### src/rtl/adc_regs_pkg.sv
// Purpose: constants and word layouts for the converter read-back block
// Assumes: 16-bit control and status words, ten calibration coefficients
// Notes:   coefficient index 0 gain, 1 offset, 2..9 converter array
package adc_regs_pkg;

    localparam int WORD_W    = 16;
    localparam int COEF_W    = 14;
    localparam int NUM_COEF  = 10;
    localparam int IDX_W     = 4;

    // coefficient indices
    localparam logic [IDX_W-1:0] IDX_GAIN   = 4'h0;
    localparam logic [IDX_W-1:0] IDX_OFFSET = 4'h1;
    localparam logic [IDX_W-1:0] IDX_LAST   = 4'h9;

    // calibration-select codes
    localparam logic [1:0] SEL_ALL    = 2'h0;
    localparam logic [1:0] SEL_GN_OFS = 2'h1;
    localparam logic [1:0] SEL_OFS    = 2'h2;
    localparam logic [1:0] SEL_GAIN   = 2'h3;

    // sequence lengths per select code
    localparam logic [IDX_W-1:0] LEN_ALL  = 4'hA;
    localparam logic [IDX_W-1:0] LEN_TWO  = 4'h2;
    localparam logic [IDX_W-1:0] LEN_ONE  = 4'h1;

    // read-select codes
    localparam logic [1:0] RDSEL_CONV   = 2'h0;
    localparam logic [1:0] RDSEL_CAL    = 2'h2;
    localparam logic [1:0] RDSEL_STATUS = 2'h3;

    localparam logic [WORD_W-1:0] STATUS_RESET = 16'h0000;

    // control word as written by the host
    typedef struct packed {
        logic [3:0] zero;
        logic       power_mgmt_hi;
        logic       power_mgmt_lo;
        logic       read_select_hi;
        logic       read_select_lo;
        logic       mode1;
        logic       conv_start;
        logic       cal_type_bit;
        logic       cal_select_hi;
        logic       cal_select_lo;
        logic       cal_start_bit;
    } ctrl_word_s;

    // status word as returned to the host
    typedef struct packed {
        logic       zero15;
        logic       busy;
        logic [3:0] zero13_10;
        logic       power_mgmt_hi;
        logic       power_mgmt_lo;
        logic       read_select_hi;
        logic       read_select_lo;
        logic       mode1;
        logic       dont_care;
        logic       cal_type_bit;
        logic       cal_select_hi;
        logic       cal_select_lo;
        logic       cal_running;
    } status_word_s;

    // coefficient update from the calibration engine
    typedef struct packed {
        logic              valid;
        logic [IDX_W-1:0]  idx;
        logic [COEF_W-1:0] data;
    } coef_upd_s;

endpackage : adc_regs_pkg

### src/rtl/adc_status_cal_regs.sv
// Purpose: status word read-back and calibration coefficient access
// Assumes: serial framing outside; one word per wr/rd strobe on clk
// Notes:   conversion and calibration engines are outside this block
`timescale 1ns/1ps
module adc_status_cal_regs #(
    parameter int                            COEF_BITS = 14,
    parameter logic [COEF_BITS-1:0]          COEF_INIT = '0
) (
    // clock and reset
    input  wire logic                               clk,
    input  wire logic                               rst,
    input  wire logic                               ce,
    // host word port
    input  wire logic                               wr_stb,
    input  wire logic                               wr_is_ctrl,
    input  wire logic [adc_regs_pkg::WORD_W-1:0]    wr_data,
    input  wire logic                               rd_stb,
    output logic [adc_regs_pkg::WORD_W-1:0]         rd_data_q,
    output logic                                    rd_ack_q,
    // engine status and data
    input  wire logic                               conv_busy,
    input  wire logic                               cal_busy,
    input  wire logic [adc_regs_pkg::WORD_W-1:0]    conv_result,
    input  wire adc_regs_pkg::coef_upd_s            coef_upd,
    input  wire logic [adc_regs_pkg::IDX_W-1:0]     coef_rd_idx,
    output logic [COEF_BITS-1:0]                    coef_rd_q,
    // settings to the rest of the converter
    output logic [1:0]                              power_mgmt_q,
    output logic                                    mode1_q,
    output logic                                    cal_type_q,
    output logic [1:0]                              cal_select_q,
    output logic                                    conv_start_q,
    output logic                                    cal_start_q,
    output logic [adc_regs_pkg::IDX_W-1:0]          cal_ptr_q
);

    // read word layout fixes the coefficient width
    if (COEF_BITS != adc_regs_pkg::COEF_W) begin : g_bad_coef_bits
        $error("COEF_BITS must equal the coefficient width");
    end

    adc_regs_pkg::ctrl_word_s   cw;
    adc_regs_pkg::status_word_s sw;
    logic [1:0]                 rd_select_q;
    logic [adc_regs_pkg::IDX_W-1:0] ptr_first;
    logic [adc_regs_pkg::IDX_W-1:0] seq_len;
    logic [adc_regs_pkg::IDX_W-1:0] done_cnt_q;
    logic [COEF_BITS-1:0]       coef_mem [adc_regs_pkg::NUM_COEF];
    logic                       ctrl_wr;
    logic                       sel_wr;
    logic                       cal_rd;
    logic                       cal_wr;
    logic                       cal_access;
    logic                       seq_end;
    logic [COEF_BITS-1:0]       wr_coef;

    assign cw      = adc_regs_pkg::ctrl_word_s'(wr_data[$bits(adc_regs_pkg::ctrl_word_s)-1:0]);
    assign ctrl_wr = ce && wr_stb && wr_is_ctrl;
    // the upper zero bits are ignored; host keeps them clear
    assign sel_wr  = ctrl_wr && !cw.cal_start_bit;
    assign cal_rd  = ce && rd_stb && rd_select_q == adc_regs_pkg::RDSEL_CAL;
    assign cal_wr  = ce && wr_stb && !wr_is_ctrl;
    assign cal_access = cal_rd || cal_wr;
    assign wr_coef    = wr_data[COEF_BITS-1:0];

    // decode of the access set
    always_comb begin
        unique case (cal_select_q)
            adc_regs_pkg::SEL_ALL: begin
                ptr_first = adc_regs_pkg::IDX_GAIN;
                seq_len   = adc_regs_pkg::LEN_ALL;
            end
            adc_regs_pkg::SEL_GN_OFS: begin
                ptr_first = adc_regs_pkg::IDX_GAIN;
                seq_len   = adc_regs_pkg::LEN_TWO;
            end
            adc_regs_pkg::SEL_OFS: begin
                ptr_first = adc_regs_pkg::IDX_OFFSET;
                seq_len   = adc_regs_pkg::LEN_ONE;
            end
            adc_regs_pkg::SEL_GAIN: begin
                ptr_first = adc_regs_pkg::IDX_GAIN;
                seq_len   = adc_regs_pkg::LEN_ONE;
            end
        endcase
    end

    assign seq_end = cal_access && (done_cnt_q + 4'h1 == seq_len);

    // status word assembly
    always_comb begin
        sw                = adc_regs_pkg::status_word_s'(adc_regs_pkg::STATUS_RESET);
        sw.zero15         = 1'b0;
        sw.zero13_10      = 4'h0;
        sw.busy           = conv_busy || cal_busy;
        sw.power_mgmt_hi  = power_mgmt_q[1];
        sw.power_mgmt_lo  = power_mgmt_q[0];
        sw.read_select_hi = 1'b1;
        sw.read_select_lo = 1'b1;
        sw.mode1          = mode1_q;
        sw.dont_care      = 1'b0;
        sw.cal_type_bit   = cal_type_q;
        sw.cal_select_hi  = cal_select_q[1];
        sw.cal_select_lo  = cal_select_q[0];
        sw.cal_running    = cal_busy;
    end

    // control settings; status is a view only, never written
    always_ff @(posedge clk) begin
        if (rst) begin
            power_mgmt_q <= 2'h0;
            rd_select_q  <= adc_regs_pkg::RDSEL_CONV;
            cal_type_q   <= 1'b0;
            cal_select_q <= adc_regs_pkg::SEL_ALL;
        end else if (ctrl_wr) begin
            power_mgmt_q <= {cw.power_mgmt_hi, cw.power_mgmt_lo};
            rd_select_q  <= {cw.read_select_hi, cw.read_select_lo};
            cal_type_q   <= cw.cal_type_bit;
            cal_select_q <= {cw.cal_select_hi, cw.cal_select_lo};
        end
    end

    // interface mode: a write in the read cycle wins over the clear
    always_ff @(posedge clk) begin
        if (rst)
            mode1_q <= 1'b0;
        else if (ctrl_wr)
            mode1_q <= cw.mode1;
        else if (ce && rd_stb)
            mode1_q <= 1'b0;
    end

    // one-cycle start pulses to the engines
    always_ff @(posedge clk) begin
        if (rst) begin
            conv_start_q <= 1'b0;
            cal_start_q  <= 1'b0;
        end else if (ce) begin
            conv_start_q <= ctrl_wr && cw.conv_start;
            cal_start_q  <= ctrl_wr && cw.cal_start_bit;
        end
    end

    // coefficient pointer and access count
    always_ff @(posedge clk) begin
        if (rst) begin
            cal_ptr_q  <= adc_regs_pkg::IDX_GAIN;
            done_cnt_q <= 4'h0;
        end else if (sel_wr) begin
            // first register follows the newly written select
            cal_ptr_q  <= (cw.cal_select_hi && !cw.cal_select_lo) ?
                          adc_regs_pkg::IDX_OFFSET : adc_regs_pkg::IDX_GAIN;
            done_cnt_q <= 4'h0;
        end else if (seq_end) begin
            cal_ptr_q  <= ptr_first;
            done_cnt_q <= 4'h0;
        end else if (cal_access) begin
            cal_ptr_q  <= cal_ptr_q + 4'h1;
            done_cnt_q <= done_cnt_q + 4'h1;
        end
    end

    // coefficient store; host write lands after an engine update
    always_ff @(posedge clk) begin
        if (rst) begin
            for (int i = 0; i < adc_regs_pkg::NUM_COEF; i++)
                coef_mem[i] <= COEF_INIT;
        end else if (ce) begin
            if (coef_upd.valid && coef_upd.idx <= adc_regs_pkg::IDX_LAST)
                coef_mem[coef_upd.idx] <= coef_upd.data;
            if (cal_wr)
                coef_mem[cal_ptr_q] <= wr_data[COEF_BITS-1:0];
        end
    end

    // engine read port
    always_ff @(posedge clk) begin
        if (rst)
            coef_rd_q <= '0;
        else if (ce)
            coef_rd_q <= (coef_rd_idx <= adc_regs_pkg::IDX_LAST) ? coef_mem[coef_rd_idx] : '0;
    end

    // host read data
    always_ff @(posedge clk) begin
        if (rst) begin
            rd_data_q <= adc_regs_pkg::STATUS_RESET;
            rd_ack_q  <= 1'b0;
        end else if (ce) begin
            rd_ack_q <= rd_stb;
            if (rd_stb) begin
                unique case (rd_select_q)
                    adc_regs_pkg::RDSEL_STATUS:
                        rd_data_q <= adc_regs_pkg::WORD_W'(sw);
                    adc_regs_pkg::RDSEL_CAL:
                        rd_data_q <= {2'b00, coef_mem[cal_ptr_q]};
                    default:
                        rd_data_q <= conv_result;
                endcase
            end
        end
    end

    // checks
    a_status_fixed: assert property (@(posedge clk) disable iff (rst)
        ce && rd_stb && rd_select_q == adc_regs_pkg::RDSEL_STATUS |=>
        rd_data_q[15] == 1'b0 && rd_data_q[13:10] == 4'h0 && rd_data_q[7:6] == 2'b11
        && rd_data_q[4] == 1'b0)
        else $error("status fixed bits wrong");
    a_status_busy: assert property (@(posedge clk) disable iff (rst)
        ce && rd_stb && rd_select_q == adc_regs_pkg::RDSEL_STATUS |=>
        rd_data_q[14] == ($past(conv_busy) || $past(cal_busy))
        && rd_data_q[0] == $past(cal_busy))
        else $error("status busy bits wrong");
    a_status_fields: assert property (@(posedge clk) disable iff (rst)
        ce && rd_stb && rd_select_q == adc_regs_pkg::RDSEL_STATUS |=>
        rd_data_q[9:8] == $past(power_mgmt_q) && rd_data_q[3] == $past(cal_type_q)
        && rd_data_q[2:1] == $past(cal_select_q))
        else $error("status setting bits wrong");
    a_mode_clear: assert property (@(posedge clk) disable iff (rst)
        ce && rd_stb && !(wr_stb && wr_is_ctrl) |=> !mode1_q)
        else $error("mode not cleared by read");
    a_cal_lead_zero: assert property (@(posedge clk) disable iff (rst)
        cal_rd |=> rd_data_q[15:14] == 2'b00 && rd_ack_q)
        else $error("coefficient read lacks leading zeros");
    a_ptr_first: assert property (@(posedge clk) disable iff (rst)
        sel_wr |=> cal_ptr_q == ((cal_select_q == adc_regs_pkg::SEL_OFS) ?
        adc_regs_pkg::IDX_OFFSET : adc_regs_pkg::IDX_GAIN))
        else $error("pointer not at first register");
    a_ptr_step: assert property (@(posedge clk) disable iff (rst)
        cal_access && !sel_wr && !seq_end |=> cal_ptr_q == $past(cal_ptr_q) + 4'h1)
        else $error("pointer did not advance");
    a_ptr_wrap: assert property (@(posedge clk) disable iff (rst)
        seq_end && !sel_wr |=> cal_ptr_q == $past(ptr_first) && done_cnt_q == 4'h0)
        else $error("pointer did not return at sequence end");
    a_cal_write: assert property (@(posedge clk) disable iff (rst)
        cal_wr |=> coef_mem[$past(cal_ptr_q)] == $past(wr_coef))
        else $error("coefficient write lost");

    // reset, start pulses and settings
    a_reset_clear: assert property (@(posedge clk)
        rst |=> rd_data_q == adc_regs_pkg::STATUS_RESET && !rd_ack_q && !mode1_q
        && cal_ptr_q == adc_regs_pkg::IDX_GAIN)
        else $error("read port not cleared by reset");
    a_read_ack: assert property (@(posedge clk) disable iff (rst)
        ce |=> rd_ack_q == $past(rd_stb))
        else $error("read acknowledge not one edge after strobe");
    a_start_pulse: assert property (@(posedge clk) disable iff (rst)
        ctrl_wr && cw.cal_start_bit |=> cal_start_q)
        else $error("calibration start pulse missing");
    a_start_drop: assert property (@(posedge clk) disable iff (rst)
        ce && !ctrl_wr |=> !cal_start_q && !conv_start_q)
        else $error("start pulse longer than one cycle");
    a_start_keep: assert property (@(posedge clk) disable iff (rst)
        ctrl_wr && cw.cal_start_bit && !cal_access
        |=> $stable(cal_ptr_q))
        else $error("calibration start moved the pointer");
    a_mode_set: assert property (@(posedge clk) disable iff (rst)
        ctrl_wr && cw.mode1 |=> mode1_q)
        else $error("mode write lost");
    a_ptr_range: assert property (@(posedge clk) disable iff (rst)
        cal_ptr_q <= adc_regs_pkg::IDX_LAST)
        else $error("pointer beyond last coefficient");

    // main scenarios worth seeing
    c_status_read: cover property (@(posedge clk) disable iff (rst)
        ce && rd_stb && rd_select_q == adc_regs_pkg::RDSEL_STATUS);
    c_full_seq: cover property (@(posedge clk) disable iff (rst)
        seq_end && cal_select_q == adc_regs_pkg::SEL_ALL);
    c_abandon: cover property (@(posedge clk) disable iff (rst)
        sel_wr && done_cnt_q != 4'h0);
    c_mode1_read: cover property (@(posedge clk) disable iff (rst)
        cal_rd && mode1_q);
    c_engine_update: cover property (@(posedge clk) disable iff (rst)
        ce && coef_upd.valid);

endmodule : adc_status_cal_regs

### config.mk
export PLATFORM = sky130hd
export DESIGN_NAME = adc_status_cal_regs
export DESIGN_NICKNAME = d
export VERILOG_FILES = /design/src/rtl/adc_regs_pkg.sv /design/src/rtl/adc_status_cal_regs.sv
export SDC_FILE = /design/constraint.sdc
export NUM_CORES = 1
export LEC_CHECK = 0
export BUFFER_PORTS_ARGS = -buffer_cell sky130_fd_sc_hd__buf_2
export CORE_AREA = 3 3 227 229
export CTS_CLUSTER_SIZE = 14
export DETAILED_ROUTE_END_ITERATION = 16
export DIE_AREA = 0 0 230 232
export SLEW_MARGIN = 20
export SYNTH_ARGS = -nofsm -noshare
export SYNTH_HDL_FRONTEND = slang
export SYNTH_SLANG_ARGS = --single-unit
export TNS_END_PERCENT = 50
### constraint.sdc
create_clock -name clk -period 4.1 [get_ports clk]
set_input_delay 0.615 -clock clk [delete_from_list [all_inputs] [get_ports clk]]
set_output_delay 0.615 -clock clk [all_outputs]
set_load 0.03 [all_outputs]
# --- Word level (Yosys, flattened, before mapping) ---
# Memory sizes are Yosys's and may differ from the RTL's. A register that Yosys moved wholly into a read port is not among the register bits.
# Index checks and enable logic that the tools add are counted.
word_totals:
  regBits: 49
  ram_bits: 140
  input_bits: 63
  out_inout_bits: 43
  wordCells: 76
  mem_count: 1
mem_list:
  columns: ["name", "words", "word_bits", "rd", "rd_ports_with_merged_regs", "write_ports", "line", "rtl"]
  rows:
  - ["coef_mem", 10, 14, 2, 1, 10, "adc_status_cal_regs.sv:48", "logic [COEF_BITS-1:0] coef_mem [adc_regs_pkg::NUM_COEF];"]
classes:
  addsub: 2
  n_lt_le_gt_ge: 2
  eq_ne: 6
  n_mux: 28
  reduce_logical: 25
op_table:
  columns: ["operator", "count"]
  rows:
  - ["$mux 14", 3]
  - ["$pmux 16 s2", 1]
  - ["$mux 4", 7]
  - ["$reduce_or 14->1", 2]
  - ["$mux 1", 15]
  - ["$pmux 4 s3", 1]
  - ["$logic_and 1x1->1", 11]
  - ["$add 4x1->4 const B", 2]
  - ["$eq 2x2->1 const B", 4]
  - ["$le 4x4->1 const B", 2]
  - ["$pmux 4 s2", 1]
  - ["$reduce_or 3->1", 2]
  - ["$eq 4x4->1", 1]
  - ["$logic_not 1->1", 3]
  - ["$reduce_bool 3->1", 1]
  - ["$eq 2x1->1 const B", 1]
  - ["$logic_not 2->1", 1]
  - ["$logic_or 1x1->1", 2]
  - ["$reduce_and 2->1", 1]
  - ["$reduce_bool 2->1", 1]
  - ["$reduce_or 2->1", 1]

# --- Depth between registers and ports, before layout ---
# Gate-level depths: netlist (run 1).
logic_depth:
  depth_word: 9
  ltp_mapped: 8
  mapped_depth_nobuf: 6

# --- Least setup slack after synthesis (run 1) ---
# Ideal clock, no wire load.
synth_path:
  path_kind: "in2reg"
  startpoint: "in coef_upd[15] (netlist name)"
  endpoint: "mem coef_mem[8][0], enable pin"
  setup_ns: 0.404
  arrival_time_ns: 2.586
  required_time_ns: 3.696
  slack_ns: 1.109
  cell_stages: 7
  path_buffers: 3
  path_cell_list: "buf_4 o21ai_2 and3_1 buf_2 buf_2 nand2_1 o21ai_0"
synth_rtl:
  columns: ["element", "line", "rtl"]
  rows:
  - ["start, declared", "adc_status_cal_regs.sv:24", "input wire adc_regs_pkg::coef_upd_s coef_upd,"]
  - ["end, declared", "adc_status_cal_regs.sv:48", null]

==> results of run 1 <==
==> routing by layer <==
metal | wire, µm | track usage (%)
met5 | 40 | 0
met3 | 4990 | 3.35
met2 | 22200 | 28.8
met4 | 2000 | 6.94
met1 | 19500 | 23.4
==> metrics by stage <==
step / cell area [µm²] / hold WS, ps / total power, mW / cells
6_report: 16900 / 354 / 6.41 / 2057
3_3_place_gp: 16000 / 443 / 3.80 / 1998
2_1_floorplan: 14900 / 479 / 3.58 / 1321
3_5_place_dp: 16000 / 460 / 3.81 / 1998
4_1_cts: 16900 / 335 / 6.42 / 2055
5_1_grt: 16900 / 360 / 6.59 / 2055
==> power by group through the flow <==
| stage | Sequential [mW] | Clock (mW) | Combinational [mW] |
|---|---|---|---|
| 6_report | 3.17 | 2.66 | 0.587 |
| 2_1_floorplan | 3.23 | 0 | 0.344 |
| 3_3_place_gp | 3.22 | 0 | 0.576 |
| 4_1_cts | 3.17 | 2.67 | 0.583 |
| 5_1_grt | 3.18 | 2.79 | 0.615 |
| 3_5_place_dp | 3.23 | 0 | 0.580 |
==> final cells by class <==
cell class | instances | area share (%)
Multi-Input combinational cell | 896 | 38.2
Antenna cell | 2 | 0.0296
Sequential cell | 277 | 46.1
Clock buffer | 48 | 5.20
Tap cell | 672 | 4.97
Timing Repair Buffer | 143 | 4.90
Clock inverter | 9 | 0.400
Inverter | 10 | 0.222
==> critical path: stages <==
cell and delay, ps:
buf_2 100, buf_4 450, and2b_1 280, and4_1 410, nand4b_1 760, o21ai_0 480
==> logic make-up after synthesis <==
group / share of synthesized area (%)
simple gates: 12.3
compound gates: 14.5
flops: 52.2
buf+inv: 4.84
mux: 15.2
xor+xnor: 0.562
fa+ha+maj: 0.419
==> flip-flops by register name, summed over array words and instances (netlist names), named ones only <==
signal and count:
conv_start_q 1, cal_select_q 2, done_cnt_q 4, cal_start_q 1
mode1_q 1, rd_ack_q 1, coef_mem 224, cal_ptr_q 4
cal_type_q 1, power_mgmt_q 2, coef_rd_q 14, rd_select_q 2
rd_data_q 16
==> cells in the final DEF (no fill, tap or decap), drive strengths merged, types with 4 or more instances in the layout <==
master | synthesis | layout
nand2 | 270 | 270
o21ai | 227 | 227
edfxtp | 224 | 224
buf | 68 | 143
mux2i | 74 | 74
mux4 | 62 | 62
dfxtp | 53 | 53
clkbuf | 70 | 48
nor2 | 23 | 23
a22oi | 23 | 23
a21oi | 20 | 20
nand3 | 17 | 17
nor3 | 17 | 17
a32o | 15 | 15
o211a | 15 | 15
o221ai | 14 | 14
nor2b | 14 | 14
mux2 | 11 | 11
inv | 10 | 10
clkinv | 0 | 8
o211ai | 7 | 7
a31oi | 6 | 6
nor3b | 6 | 6
a41oi | 5 | 5
ha | 5 | 5
nand3b | 5 | 5
nand2b | 4 | 4
a211oi | 4 | 4
and3 | 4 | 4
xnor2 | 4 | 4
nand4b | 4 | 4
==> worst paths after layout <==
kind | startpoint | end | slack (ps)
worst max-delay path | ce | coef_mem[7][5] | 1360
worst min-delay path | conv_result[15] | rd_data_q[15] | 350
worst max register to register | cal_ptr_q[1] | coef_mem[7][5] | 1380
worst min register to register | rd_data_q[15] | rd_data_q[15] | 470
==> results.json, run 1 <==
{
  "clock-root-buffer": "clkbuf_16",
  "cts_tree": "done",
  "cp.required_ps": 4460,
  "hold_buffers": 0,
  "critPathMaxFanout": 43,
  "insertion_delay_ps": 560,
  "synth_common_cells": "nand2_1, edfxtp_1, o21ai_0",
  "status": "complete, no violations",
  "areaGrowthSynthToFinish_pct": 13.4,
  "cp-end-kind": "register",
  "cellPowerDensity_nw_per_um2": 379,
  "grt_max_degree": 47,
  "report.final.slew_viol_count": 0,
  "io_buffers": 103,
  "fin_skew_ps": 10.6,
  "core_um2": 49900,
  "relSlewSlack_pct": 34.3,
  "power_frac_clock_pct": 41.4,
  "setup_violations": 0,
  "grtUsageTotal_pct": 17.7,
  "dr.pass1.iters": 5,
  "synth_edf_count": 224,
  "drt-total-wl_mm": 48.7,
  "routed_via_density": 5.52,
  "switchingPower_mw": 1.58,
  "yosysWarningCount": 0,
  "postCtsSetupBuffers": 0,
  "die_y_um": 232,
  "min_path_type": "in2reg",
  "period_needed_ps": 2740,
  "grt_overflow": 0,
  "numCtsBuffers": 31,
  "ant_nets": 0,
  "tns_ps": 0,
  "remaining_drc_errors": 0,
  "dp_hpwl_mm": 32.3,
  "filler_cell_count": 4992,
  "fp-row-count": 82,
  "r2r_cells": 6,
  "yosysUniqueCellTypes": 66,
  "min_period_over_period_pct": 66.9,
  "die_x_um": 230,
  "wl_per_cell_um": 23.7,
  "rsz0062_at_grt": "false",
  "regArea_um2": 7790,
  "ys_seq_area_share_pct": 52.2,
  "swShare_pct": 24.6,
  "comb_power_share_pct": 9.2,
  "synth_most_common_cell": "nand2_1",
  "grt_pass1_wl_mm": 71.4,
  "critical_path_class": "in2reg",
  "sequentialPowerShare_pct": 49.4,
  "tightest_slew_ps": 982,
  "fmax_mhz": 365,
  "drv_cap": 0,
  "die_area_um2": 53400,
  "pre_cts_ws_ps": 907,
  "grt_pass1_vias": 10966,
  "netlist.area_leader.share_pct": 45.1,
  "synth_area_per_cell_um2": 11.3,
  "fin_ws_ps": 1360,
  "drt_iter0_markers": 1314,
  "cts.sinks": 277,
  "yosys.area.top_type": "edfxtp_1",
  "clk_pin_slew_ps": 60,
  "final_nets": 1427,
  "holdPathStages": 3,
  "gp_congestion": 0.849,
  "post-route-util_pct": 33.9,
  "synth_area_leaders": "edfxtp_1, mux4_2, dfxtp_1",
  "ios": 106,
  "grt_antenna_before_repair": 6,
  "critPathArrivalTime_ps": 3100,
  "start_util_pct": 29.9,
  "hold_viol_final": 0,
  "syn_area_um2": 14900,
  "p_int_mw": 4.84,
  "ys.flop_type": "edfxtp_1",
  "via_count": 11354,
  "multi_input_area_um2": 6450,
  "leakage_nw": 5.76,
  "clock_path_buffers": 3,
  "syn_nets": 1389,
  "post_cts_resized": 0,
  "syn_inst": 1321,
  "h-tree-depth": 1,
  "vdd_drop_max_mv": 0.250,
  "yosys_register_bits": 277,
  "async_flop_share_pct": 0,
  "cp-start-kind": "input port",
  "drive_gt1_share_pct": 20.9
}
No activity file was read; power rests on OpenSTA's default activity.
==> run 2: changes to the inputs <==
Clock period 4.1 ns to 2.35 ns, I/O delays scaled along.
==> results.json, run 2 (synthesis gave the netlist of run 1 again) <==
{
  "reg2reg_slack_ps": 160,
  "critPathArrivalTime_ps": 2490,
  "critPathSlowestCell": "nor3_4",
  "hold_viol_final": 0,
  "core_um2": 49900,
  "min_path_type": "in2reg",
  "via_count": 11528,
  "post_cts_resized": 0,
  "crit_chain": "inv_1 -> ha_1 -> inv_1 -> nor3_4 -> nand3b_2 -> o21ai_0",
  "period_needed_ps": 2190,
  "ant_nets": 0,
  "critPathMaxFanout": 16,
  "final_nets": 1466,
  "post-route-cell-area_um2": 17500,
  "largest_register_ffs": 224,
  "grt_pass1_wl_mm": 73.3,
  "insertion_delay_ps": 570,
  "areaGrowthSynthToFinish_pct": 17.6,
  "cp-start-kind": "register",
  "grt_overflow": 0,
  "drv_cap": 0,
  "die_y_um": 232,
  "setup_violations": 0,
  "grt_antenna_before_repair": 4,
  "grt_pass1_vias": 11383,
  "placed_cells": 2037,
  "diodes": 0,
  "cellPowerDensity_nw_per_um2": 648,
  "whs_ps": 55.6,
  "io_buffers": 103,
  "rsz0062_at_grt": "false",
  "critical_path_class": "reg2reg",
  "max_stage_delay_ps": 660,
  "cp-end-kind": "register",
  "grt_max_degree": 43,
  "gp_congestion": 0.858,
  "most-common-layout-cells": "nand2_1, edfxtp_1, o21ai_0",
  "report.final.slew_viol_count": 0,
  "status": "complete, no violations",
  "fp-row-count": 82,
  "stdcell_count": 2095,
  "tns_ps": 0,
  "hold_buffers": 0,
  "leakage_nw": 6.06,
  "detailed_place.area_um2": 16600,
  "grtUsageTotal_pct": 18.1,
  "post-route-util_pct": 35.2,
  "cts_tree": "done",
  "postCtsSetupBuffers": 0,
  "cts.sinks": 277,
  "die_area_um2": 53400,
  "fmax_mhz": 457,
  "relSlewSlack_pct": 49.0,
  "clock_path_buffers": 3,
  "clk_pin_slew_ps": 60,
  "largestRegisters": "coef_mem: 224 flops, rd_data_q: 16 flops, coef_rd_q: 14 flops",
  "largest-register": "coef_mem",
  "vdd_drop_max_mv": 0.385,
  "drt_iter0_markers": 1399,
  "fin_skew_ps": 22.2,
  "fin_ws_ps": 160,
  "pre_cts_ws_ps": 50.9,
  "wl_per_cell_um": 23.6,
  "clock-root-buffer": "clkbuf_16",
  "drive_gt1_share_pct": 23.3,
  "crit_path_frequent_cell": "inv_1",
  "ios": 106,
  "drt-total-wl_mm": 49.4,
  "dp_hpwl_mm": 33.9,
  "h-tree-depth": 1,
  "routed_via_density": 5.50,
  "die_x_um": 230,
  "remaining_drc_errors": 0,
  "numCtsBuffers": 31,
  "tightest_slew_ps": 762,
  "start_util_pct": 29.9,
  "final_common_cell": "nand2_1",
  "cp.required_ps": 2650,
  "min_period_over_period_pct": 93.2,
  "total_power_mw": 11.4,
  "dr.pass1.iters": 5
}
run 2: cell types whose count changed in the layout (fill, tap and decap cells not counted), moves of 2 or more:
cell      change
buf_12       +25
buf_4        +14
clkbuf_1      -6
clkinv_1      +4
diode_2       -2
run 2: final timing paths:
path / start / end / cells after the start
hold reg to reg: rd_data_q[15] / rd_data_q[15] / 2
setup / recovery: cal_ptr_q[0] / coef_mem[6][13] / 6
hold / removal: conv_result[15] / rd_data_q[15] / 3
setup reg to reg: cal_ptr_q[0] / coef_mem[6][13] / 6
run 2: layout make-up:
cell class | count | area, µm²
Sequential cell | 277 | 7790
Timing Repair Buffer | 182 | 1430
Inverter | 10 | 37.5
Fill cell | 4960 | 32300
Multi-Input combinational cell | 896 | 6450
Tap cell | 672 | 841
Clock buffer | 41 | 843
Clock inverter | 17 | 134
run 2: critical path, delay by kind of cell, from the launching register on:
kind                     cells  cell delay (ps)
buffers and inverters        2              180
adder cells (fa/ha/maj)      1              160
AO/OA/AOI/OAI                1              140
AND/OR/NAND/NOR              2             1120
flip-flops                   1              310
run 2: power breakdown:
group	internal [mW]	switching [mW]	total (mW)	leakage (nW)
combinational	0.431	0.713	1.14	2.96
sequential	5.41	0.0877	5.50	2.62
clock	2.72	2.00	4.72	0.482
total	8.56	2.80	11.4	6.06
run 2: routing by layer:
metal / up-vias / GRT usage, % / part of all wire [%]
li1: 5109 / - / -
met1: 5659 / 23.6 / 39
met2: 646 / 30.2 / 47
met3: 106 / 3.70 / 10
met4: 8 / 6.31 / 3.9
met5: - / 0 / 0.11
